`config.mk`:
```
export PLATFORM = sky130hd
export DESIGN_NAME = lmq_regs
export DESIGN_NICKNAME = d
export VERILOG_FILES = /design/src/lmq_pkg.sv /design/src/lmq_ring_store.sv /design/src/lmq_page_addr.sv /design/src/lmq_regs.sv
export VERILOG_INCLUDE_DIRS = /design/src
export SDC_FILE = /design/constraint.sdc
export NUM_CORES = 2
export LEC_CHECK = 0
export BUFFER_PORTS_ARGS = -buffer_cell sky130_fd_sc_hd__buf_2
export CAP_MARGIN = 20
export CORE_UTILIZATION = 60
export CTS_CLUSTER_SIZE = 30
export DETAILED_ROUTE_END_ITERATION = 10
export PLACE_DENSITY = 0.78
export SLEW_MARGIN = 20
export SYNTH_ARGS = -nofsm -noshare
export SYNTH_HDL_FRONTEND = slang
export SYNTH_SLANG_ARGS = --single-unit
```
`constraint.sdc`:
```
create_clock -name clock_i -period 9.8 [get_ports clock_i]
set_input_delay 0.98 -clock clock_i [delete_from_list [all_inputs] [get_ports clock_i]]
set_output_delay 0.98 -clock clock_i [all_outputs]
set_load 0.1 [all_outputs]
```
`src/lmq_map.svh`:
```
// Purpose: Register offsets, widths and reset values of the queue register bank
// Assumes: 32-bit aligned word accesses, byte offsets as printed
// Notes:   Definitions only
`ifndef LMQ_MAP_SVH
`define LMQ_MAP_SVH
`define LMQ_OFF_VERSION     12'h004
`define LMQ_OFF_PAGE_BYTES  12'h028
`define LMQ_OFF_SELECT      12'h030
`define LMQ_OFF_CAPACITY    12'h034
`define LMQ_OFF_LENGTH      12'h038
`define LMQ_OFF_BOUNDARY    12'h03c
`define LMQ_OFF_FRAME       12'h040
`define LMQ_OFF_DOORBELL    12'h050
`define LMQ_OFF_PENDING     12'h060
`define LMQ_OFF_CLEAR       12'h064
`define LMQ_OFF_PROGRESS    12'h070
`define LMQ_OFF_DEV_SPACE   12'h100
`define LMQ_VERSION_VALUE   32'h0000_0001
`define LMQ_ZERO_WORD       32'h0000_0000
`define LMQ_EVENT_BITS      2
`define LMQ_DOORBELL_BITS   16
`define LMQ_DEF_PAGE_BYTES  32'h0000_1000
`endif

```
`src/lmq_pkg.sv`:
```
// Purpose: Types shared by the queue register bank
// Assumes: lmq_map.svh holds offsets and values; bus field widths are written out here
// Notes:   Bus request travels as one packed struct
`include "lmq_map.svh"
package lmq_pkg;
    typedef struct packed {
        logic        req;
        logic        wr;
        logic [11:0] addr;
        logic [31:0] wdata;
    } lmq_bus_req_s;

    typedef struct packed {
        logic        rvalid;
        logic [31:0] rdata;
    } lmq_bus_rsp_s;

    typedef struct packed {
        logic [31:0] length;
        logic [31:0] boundary;
        logic [31:0] frame;
    } lmq_ring_cfg_s;

    typedef enum logic [1:0] {
        LMQ_RUN   = 2'b00,
        LMQ_RESET = 2'b01
    } lmq_state_e;
endpackage

```
`src/lmq_ring_store.sv`:
```
// Purpose: Per-queue storage of length, boundary and frame settings
// Assumes: One write port, one selected-read port, synchronous inputs
// Notes:   Frame of every queue cleared by wipe_i
`timescale 1ns/1ps
`include "lmq_map.svh"
module lmq_ring_store #(
    parameter int NUM_RINGS = 4,
    parameter int SEL_W     = 2
) (
    // Clock and reset
    input  wire logic                  clock_i,
    input  wire logic                  rstn_i,
    input  wire logic                  ce_i,
    // Control
    input  wire logic [SEL_W-1:0]      sel_i,
    input  wire logic                  wr_length_i,
    input  wire logic                  wr_boundary_i,
    input  wire logic                  wr_frame_i,
    input  wire logic [31:0]           wdata_i,
    input  wire logic                  wipe_i,
    // Selected settings
    output lmq_pkg::lmq_ring_cfg_s     cfg_o
);
    import lmq_pkg::*;

    lmq_ring_cfg_s mem_reg [NUM_RINGS];

    ////////////////////////////////////////////////////////////////////////////
    genvar g;
    generate
        for (g = 0; g < NUM_RINGS; g++) begin : g_ring
            always_ff @(posedge clock_i or negedge rstn_i) begin
                if (!rstn_i) begin
                    mem_reg[g] <= '0;
                end else if (ce_i) begin
                    if (wipe_i) begin
                        mem_reg[g].frame <= `LMQ_ZERO_WORD;
                    end else if (sel_i == SEL_W'(g)) begin
                        if (wr_length_i) mem_reg[g].length <= wdata_i;
                        if (wr_boundary_i) mem_reg[g].boundary <= wdata_i;
                        if (wr_frame_i) mem_reg[g].frame <= wdata_i;
                    end
                end
            end
        end
    endgenerate

    assign cfg_o = mem_reg[sel_i];
endmodule

```
`src/lmq_page_addr.sv`:
```
// Purpose: Guest address of a queue's first page
// Assumes: Page size a power of two; other sizes still multiply
// Notes:   Registered product, one cycle late
`timescale 1ns/1ps
module lmq_page_addr (
    // Clock and reset
    input  wire logic        clock_i,
    input  wire logic        rstn_i,
    input  wire logic        ce_i,
    // Operands
    input  wire logic [31:0] frame_i,
    input  wire logic [31:0] page_bytes_i,
    // Result
    output logic      [63:0] addr_o
);
    always_ff @(posedge clock_i or negedge rstn_i) begin
        if (!rstn_i) begin
            addr_o <= 64'h0;
        end else if (ce_i) begin
            addr_o <= 64'(frame_i) * 64'(page_bytes_i);
        end
    end
endmodule

```
`src/lmq_regs.sv`:
```
// Purpose: Legacy memory-mapped queue register bank
// Assumes: Word accesses only; read data one cycle after request
// Notes:   Device-specific space reads zero here
//
// Function
// - First page address is frame times page
// - Selector picks queue for later accesses
// - Capacity read gives limit or zero
// - Length write stored for selected queue
// - Boundary write stored, power of two; the code stores any value written, unchecked
// - Frame write stored for selected queue
// - Frame read returns selected frame
// - Status read flags, nonzero write sets
// - Status zero write resets device
// - Reset clears every queue frame
// - Version register reads one
// - Event bits held until acknowledged or device reset
// - Interrupt output while any bit set
`timescale 1ns/1ps
`include "lmq_map.svh"
module lmq_regs #(
    parameter int          NUM_RINGS = 4,
    parameter int          SEL_W     = 2,
    parameter logic [31:0] RING_MAX  = 32'h0000_0100
) (
    // Clock and reset
    input  wire logic                              clock_i,
    input  wire logic                              rstn_i,
    input  wire logic                              ce_i,
    // Register access
    input  lmq_pkg::lmq_bus_req_s                  bus_i,
    output lmq_pkg::lmq_bus_rsp_s                  bus_o,
    // Device events
    input  wire logic [`LMQ_EVENT_BITS-1:0]        event_i,
    output logic                                   irq_o,
    // Doorbell to the queue engine
    output logic                                   bell_o,
    output logic [`LMQ_DOORBELL_BITS-1:0]          bell_index_o,
    // Selected queue location and device reset
    output logic [63:0]                            ring_addr_o,
    output logic                                   ring_active_o,
    output logic                                   dev_reset_o
);
    import lmq_pkg::*;

    lmq_state_e        state_reg;
    logic [31:0]       page_bytes_reg;
    logic [SEL_W-1:0]  sel_reg;
    logic [31:0]       progress_reg;
    logic [`LMQ_EVENT_BITS-1:0] pending_reg;
    lmq_ring_cfg_s     cfg;
    logic              wipe;
    logic [31:0]       rdata_next;
    logic              sel_ok;
    logic [31:0]       frame_sel;

    function automatic logic hit(input lmq_bus_req_s b, input logic w, input logic [11:0] off);
        hit = b.req && (b.wr == w) && (b.addr == off);
    endfunction

    ////////////////////////////////////////////////////////////////////////////
    // Device reset sequencing
    assign wipe = (state_reg == LMQ_RESET);

    always_ff @(posedge clock_i or negedge rstn_i) begin
        if (!rstn_i) begin
            state_reg <= LMQ_RUN;
        end else if (ce_i) begin
            case (state_reg)
                LMQ_RUN: begin
                    if (hit(bus_i, 1'b1, `LMQ_OFF_PROGRESS) && bus_i.wdata == `LMQ_ZERO_WORD) begin
                        state_reg <= LMQ_RESET;
                    end
                end
                LMQ_RESET: begin
                    state_reg <= LMQ_RUN;
                end
                default: begin
                    state_reg <= LMQ_RUN;
                end
            endcase
        end
    end

    ////////////////////////////////////////////////////////////////////////////
    // Global registers
    always_ff @(posedge clock_i or negedge rstn_i) begin
        if (!rstn_i) begin
            page_bytes_reg <= `LMQ_DEF_PAGE_BYTES;
        end else if (ce_i && hit(bus_i, 1'b1, `LMQ_OFF_PAGE_BYTES)) begin
            page_bytes_reg <= bus_i.wdata;
        end
    end

    always_ff @(posedge clock_i or negedge rstn_i) begin
        if (!rstn_i) begin
            sel_reg <= '0;
        end else if (ce_i && hit(bus_i, 1'b1, `LMQ_OFF_SELECT)) begin
            sel_reg <= bus_i.wdata[SEL_W-1:0];
        end
    end

    // Selector values beyond the stored range read as unavailable
    assign sel_ok = (bus_i.wdata >> SEL_W) == 32'h0;
    logic sel_ok_reg;
    always_ff @(posedge clock_i or negedge rstn_i) begin
        if (!rstn_i) begin
            sel_ok_reg <= 1'b1;
        end else if (ce_i && hit(bus_i, 1'b1, `LMQ_OFF_SELECT)) begin
            sel_ok_reg <= sel_ok;
        end
    end

    always_ff @(posedge clock_i or negedge rstn_i) begin
        if (!rstn_i) begin
            progress_reg <= `LMQ_ZERO_WORD;
        end else if (ce_i && hit(bus_i, 1'b1, `LMQ_OFF_PROGRESS)) begin
            // Zero write clears, otherwise flags accumulate
            if (bus_i.wdata == `LMQ_ZERO_WORD) begin
                progress_reg <= `LMQ_ZERO_WORD;
            end else begin
                progress_reg <= progress_reg | bus_i.wdata;
            end
        end
    end

    ////////////////////////////////////////////////////////////////////////////
    // Event flags: a new event wins over a same-cycle acknowledge
    always_ff @(posedge clock_i or negedge rstn_i) begin
        if (!rstn_i) begin
            pending_reg <= '0;
        end else if (ce_i) begin
            if (wipe) begin
                pending_reg <= event_i;
            end else if (hit(bus_i, 1'b1, `LMQ_OFF_CLEAR)) begin
                pending_reg <= (pending_reg & ~bus_i.wdata[`LMQ_EVENT_BITS-1:0]) | event_i;
            end else begin
                pending_reg <= pending_reg | event_i;
            end
        end
    end

    always_ff @(posedge clock_i or negedge rstn_i) begin
        if (!rstn_i) begin
            irq_o <= 1'b0;
        end else if (ce_i) begin
            irq_o <= |pending_reg;
        end
    end

    ////////////////////////////////////////////////////////////////////////////
    // Doorbell
    always_ff @(posedge clock_i or negedge rstn_i) begin
        if (!rstn_i) begin
            bell_o       <= 1'b0;
            bell_index_o <= '0;
        end else if (ce_i) begin
            bell_o <= hit(bus_i, 1'b1, `LMQ_OFF_DOORBELL);
            if (hit(bus_i, 1'b1, `LMQ_OFF_DOORBELL)) begin
                bell_index_o <= bus_i.wdata[`LMQ_DOORBELL_BITS-1:0];
            end
        end
    end

    ////////////////////////////////////////////////////////////////////////////
    // Per-queue settings
    lmq_ring_store #(
        .NUM_RINGS (NUM_RINGS),
        .SEL_W     (SEL_W)
    ) u_store (
        .clock_i       (clock_i),
        .rstn_i        (rstn_i),
        .ce_i          (ce_i),
        .sel_i         (sel_reg),
        .wr_length_i   (hit(bus_i, 1'b1, `LMQ_OFF_LENGTH) && sel_ok_reg),
        .wr_boundary_i (hit(bus_i, 1'b1, `LMQ_OFF_BOUNDARY) && sel_ok_reg),
        .wr_frame_i    (hit(bus_i, 1'b1, `LMQ_OFF_FRAME) && sel_ok_reg),
        .wdata_i       (bus_i.wdata),
        .wipe_i        (wipe),
        .cfg_o         (cfg)
    );

    // Unavailable queue yields no address rather than another queue's
    assign frame_sel = sel_ok_reg ? cfg.frame : `LMQ_ZERO_WORD;

    lmq_page_addr u_addr (
        .clock_i      (clock_i),
        .rstn_i       (rstn_i),
        .ce_i         (ce_i),
        .frame_i      (frame_sel),
        .page_bytes_i (page_bytes_reg),
        .addr_o       (ring_addr_o)
    );

    always_ff @(posedge clock_i or negedge rstn_i) begin
        if (!rstn_i) begin
            ring_active_o <= 1'b0;
            dev_reset_o   <= 1'b0;
        end else if (ce_i) begin
            ring_active_o <= sel_ok_reg && (cfg.frame != `LMQ_ZERO_WORD);
            dev_reset_o   <= wipe;
        end
    end

    ////////////////////////////////////////////////////////////////////////////
    // Read path; write-only and unmapped words read zero
    always_comb begin
        rdata_next = `LMQ_ZERO_WORD;
        case (bus_i.addr)
            `LMQ_OFF_VERSION:  rdata_next = `LMQ_VERSION_VALUE;
            `LMQ_OFF_CAPACITY: rdata_next = sel_ok_reg ? RING_MAX : `LMQ_ZERO_WORD;
            `LMQ_OFF_FRAME:    rdata_next = sel_ok_reg ? cfg.frame : `LMQ_ZERO_WORD;
            `LMQ_OFF_PENDING:  rdata_next = 32'(pending_reg);
            `LMQ_OFF_PROGRESS: rdata_next = progress_reg;
            default:           rdata_next = `LMQ_ZERO_WORD;
        endcase
    end

    always_ff @(posedge clock_i or negedge rstn_i) begin
        if (!rstn_i) begin
            bus_o <= '0;
        end else if (ce_i) begin
            bus_o.rvalid <= bus_i.req && !bus_i.wr;
            bus_o.rdata  <= (bus_i.req && !bus_i.wr) ? rdata_next : `LMQ_ZERO_WORD;
        end
    end
endmodule

```
==> results.md <==
- CP max-delay cell: and2_0
- Post-Route WL: about 150 mm
- TritonCTS clock tree: built
- Hold path cells: 1
- Die Area: ~0.080 mm^2
- Status: complete, no violations
- Period utilization: roughly 96%
- Worst setup EP type: flip-flop
- H-tree Lvls: 2
- Hold Path Class: reg -> reg
- WS Path Type: reg -> reg
- Core area: 0.0776 mm^2
- DR iter-0 viols: approximately 4.3k
- Max frequency: 0.106 GHz
- Slew Limit Fails: 0
- Leakage: about 28 nW
- Max incr delay on CP: 0.91 ns
- Final Hold Slack: ~0.48 ns
- Most used cell along the critical path: fa_1
- Vias in the first global route: 38.6k
- Die height: 282 um
- First-pass GRT wire length: roughly 230 mm
- Clk Latency, worst-skew pair: about 0.57 ns
- CTS Sinks: around 320
- Data required, critical path: approximately 10 ns
- DRT antenna net count: 0
- Layout area overhead: 6.19%
- Yosys cell types: just under 80
- Vias per inst: roughly 6.3
- Largest net degree at the start of global routing: between 150 and 200
- Internal reg-to-reg setup slack: approximately 0.4 ns
- Worst r2r src: sel_reg[0]$_DFFE_PN0P_
- # IOs: 168
- # resized after CTS: 0
- Layout Nets: 5926
- Final Setup Violations: 0
- Row count: 102
- GP Congestion: around 1.0
- RSZ-0062 raised after global routing: false
- PwrDens: between 50 and 60 mW/mm^2
- Crit path max fanout: 20
- Post-synth EDFFs: 0
- Num CTS Buffers: 35
- Setup crit start kind: flip-flop
- Top cell type's share of synthesized area: a little under two fifths
- Relative slew slack: between 10 and 15%
- Hold Vio Cnt, Final: 0
- Die width: 282 um
- Arr. time, crit path: just under 10 ns
- Via count: around 36k
- Initial antenna violation count: 8
- Most frequent cells in the layout: fa_1, inv_1, and3_1, nand2_1, dfrtp_1
- Synth async-reset ratio: 100%
- Post-DP HPWL: roughly 110 mm
- Layout cell share with drive strength beyond 1: between 10% and 20%
- DRC: 0
- Seq cells post-synth: between 300 and 400
- Syn Nets: between 5k and 6k
- Peak VDD IR: between 150 and 200 uV
- Clock period minus worst slack: 9.40 ns
- All-Layer GR Usage: a little under two fifths
- Number of setup buffers added after CTS: 0
- Grt total ovfl: 0
- Cell count after synthesis: roughly 4.7k
- Hold-fix buffers, CTS: 0
- Clock Skew: 0.0193 ns
- Top post-synthesis cells by area: fa_1, dfrtp_1, and3_1
- Least-Margin Pin Slew: 1.29 ns
- Setup TNS: 0 ns
- Routed wire per std cell: between 20 and 30 um
- Seq/Total Area, Yosys: between 10% and 20%
- First-pass DRT Iterations: 8
- Worst-path clk slew: ~0.060 ns
- Placed Cells: between 5k and 6k
- Initial Util: between 60% and 70%
- Dominant cell type by area after synthesis: fa_1
- Flip-flop count of the largest register after layout: ~130
- Syn_area_per_cell: about 9.9 um^2
- Min-delay src: u_addr.addr_o[8]$_DFFE_PN0P_
- Commonest non-fill, non-tap cell in the layout: fa_1
- Synth warn: 0
- Max clock buf depth: 3
- RR Endpoint: u_addr.addr_o[53]$_DFFE_PN0P_
- # Max-Cap Violations: 0
- Min-Delay Endpoint: u_addr.addr_o[8]$_DFFE_PN0P_
- Post-synth top flop: dfrtp_1
- Root buffer cell: clkbuf_16
- IO buf count: roughly 170
- Non-Filler Instances: 5784
- Cells on worst reg2reg path: 25
- Post-Syn Area: roughly 0.047 mm^2
where the power goes:
group	switching [mW]	total, mW	internal, mW
combinational	0.0825	0.104	0.0215
sequential	0.00238	1.30	1.30
clock	0.583	1.41	0.824
total	0.668	2.81	2.15
layout make-up:
class	count	area [um^2]
clock inverters	16	211
clock buffers	47	992
fillers	6206	27500
multi-input cells	3207	34600
well taps	1040	1300
inverters	872	3270
flip-flops and latches	315	7900
diodes	2	5.00
repair buffers	285	1770
Yosys cell counts (5+ instances only):
| cell type | n |
|---|---|
| a211oi_1 | 5 |
| a21o_1 | 24 |
| a21oi_1 | 113 |
| a22oi_1 | 33 |
| a31oi_1 | 9 |
| and2_0 | 5 |
| and2_1 | 32 |
| and3_1 | 604 |
| buf_1 | 12 |
| buf_2 | 7 |
| buf_4 | 14 |
| clkbuf_1 | 320 |
| dfrtp_1 | 313 |
| fa_1 | 896 |
| ha_1 | 263 |
| inv_1 | 872 |
| mux2_1 | 129 |
| mux2_2 | 100 |
| mux4_2 | 32 |
| nand2_1 | 502 |
| nand3_1 | 24 |
| nand4_1 | 23 |
| nor2_1 | 89 |
| nor2b_1 | 44 |
| nor3_1 | 18 |
| nor4_1 | 21 |
| o211ai_1 | 7 |
| o21ai_0 | 30 |
| o21ai_1 | 11 |
| o21bai_1 | 18 |
| o2bb2ai_1 | 32 |
| xnor2_1 | 36 |
| xor2_1 | 16 |
metrics by stage:
step	power (mW)	worst slack (ns)	util, %	area (um^2)
after global placement	1.43	0.907	63.0	48900
final	2.81	0.401	64.5	50100
after global routing	2.89	0.233	64.5	50100
after detailed placement	1.43	0.749	63.0	48900
after CTS	2.84	0.735	64.5	50100
after floorplan	1.37	1.60	-	47100
worst max-delay path: cells and delay by family (launching register included):
family / cells / cell delay [ns]
xor+xnor: 1 / 0.08
fa+ha+maj: 9 / 4.48
mux: 2 / 0.81
simple gates: 3 / 1.25
compound gates: 6 / 1.55
buf+inv: 4 / 0.42
flops: 1 / 0.65
worst max-delay path by stage:
stage / endpoint / from
6_report: u_addr.addr_o[53]$_DFFE_PN0P_ / sel_reg[0]$_DFFE_PN0P_
5_1_grt: u_addr.addr_o[53]$_DFFE_PN0P_ / sel_reg[0]$_DFFE_PN0P_
4_1_cts: u_addr.addr_o[42]$_DFFE_PN0P_ / sel_reg[0]$_DFFE_PN0P_
3_5_place_dp: u_addr.addr_o[42]$_DFFE_PN0P_ / sel_reg[0]$_DFFE_PN0P_
3_3_place_gp: u_addr.addr_o[37]$_DFFE_PN0P_ / sel_reg[0]$_DFFE_PN0P_
2_1_floorplan: u_addr.addr_o[51]$_DFFE_PN0P_ / sel_reg[1]$_DFFE_PN0P_
layer usage:
metal  GRT usage [%]  vias to the layer above  part of all wire (%)
li1                -                    15000                     -
met1            48.3                    18500                    35
met2            58.0                     2386                    45
met3            9.11                      689                    12
met4            25.9                        8                   8.0
met5               0                        -                 0.042
logic make-up after synthesis:
family | share of synthesized area, %
xor gates and xnor gates | 0.966
DFF | 16.7
muxes | 7.04
AOI/OAI and AO/OA | 5.06
and+or+nand+nor | 15.3
buffers and inverters | 9.91
adders and majority gates | 45.0
(Power assumes the default switching activity.)
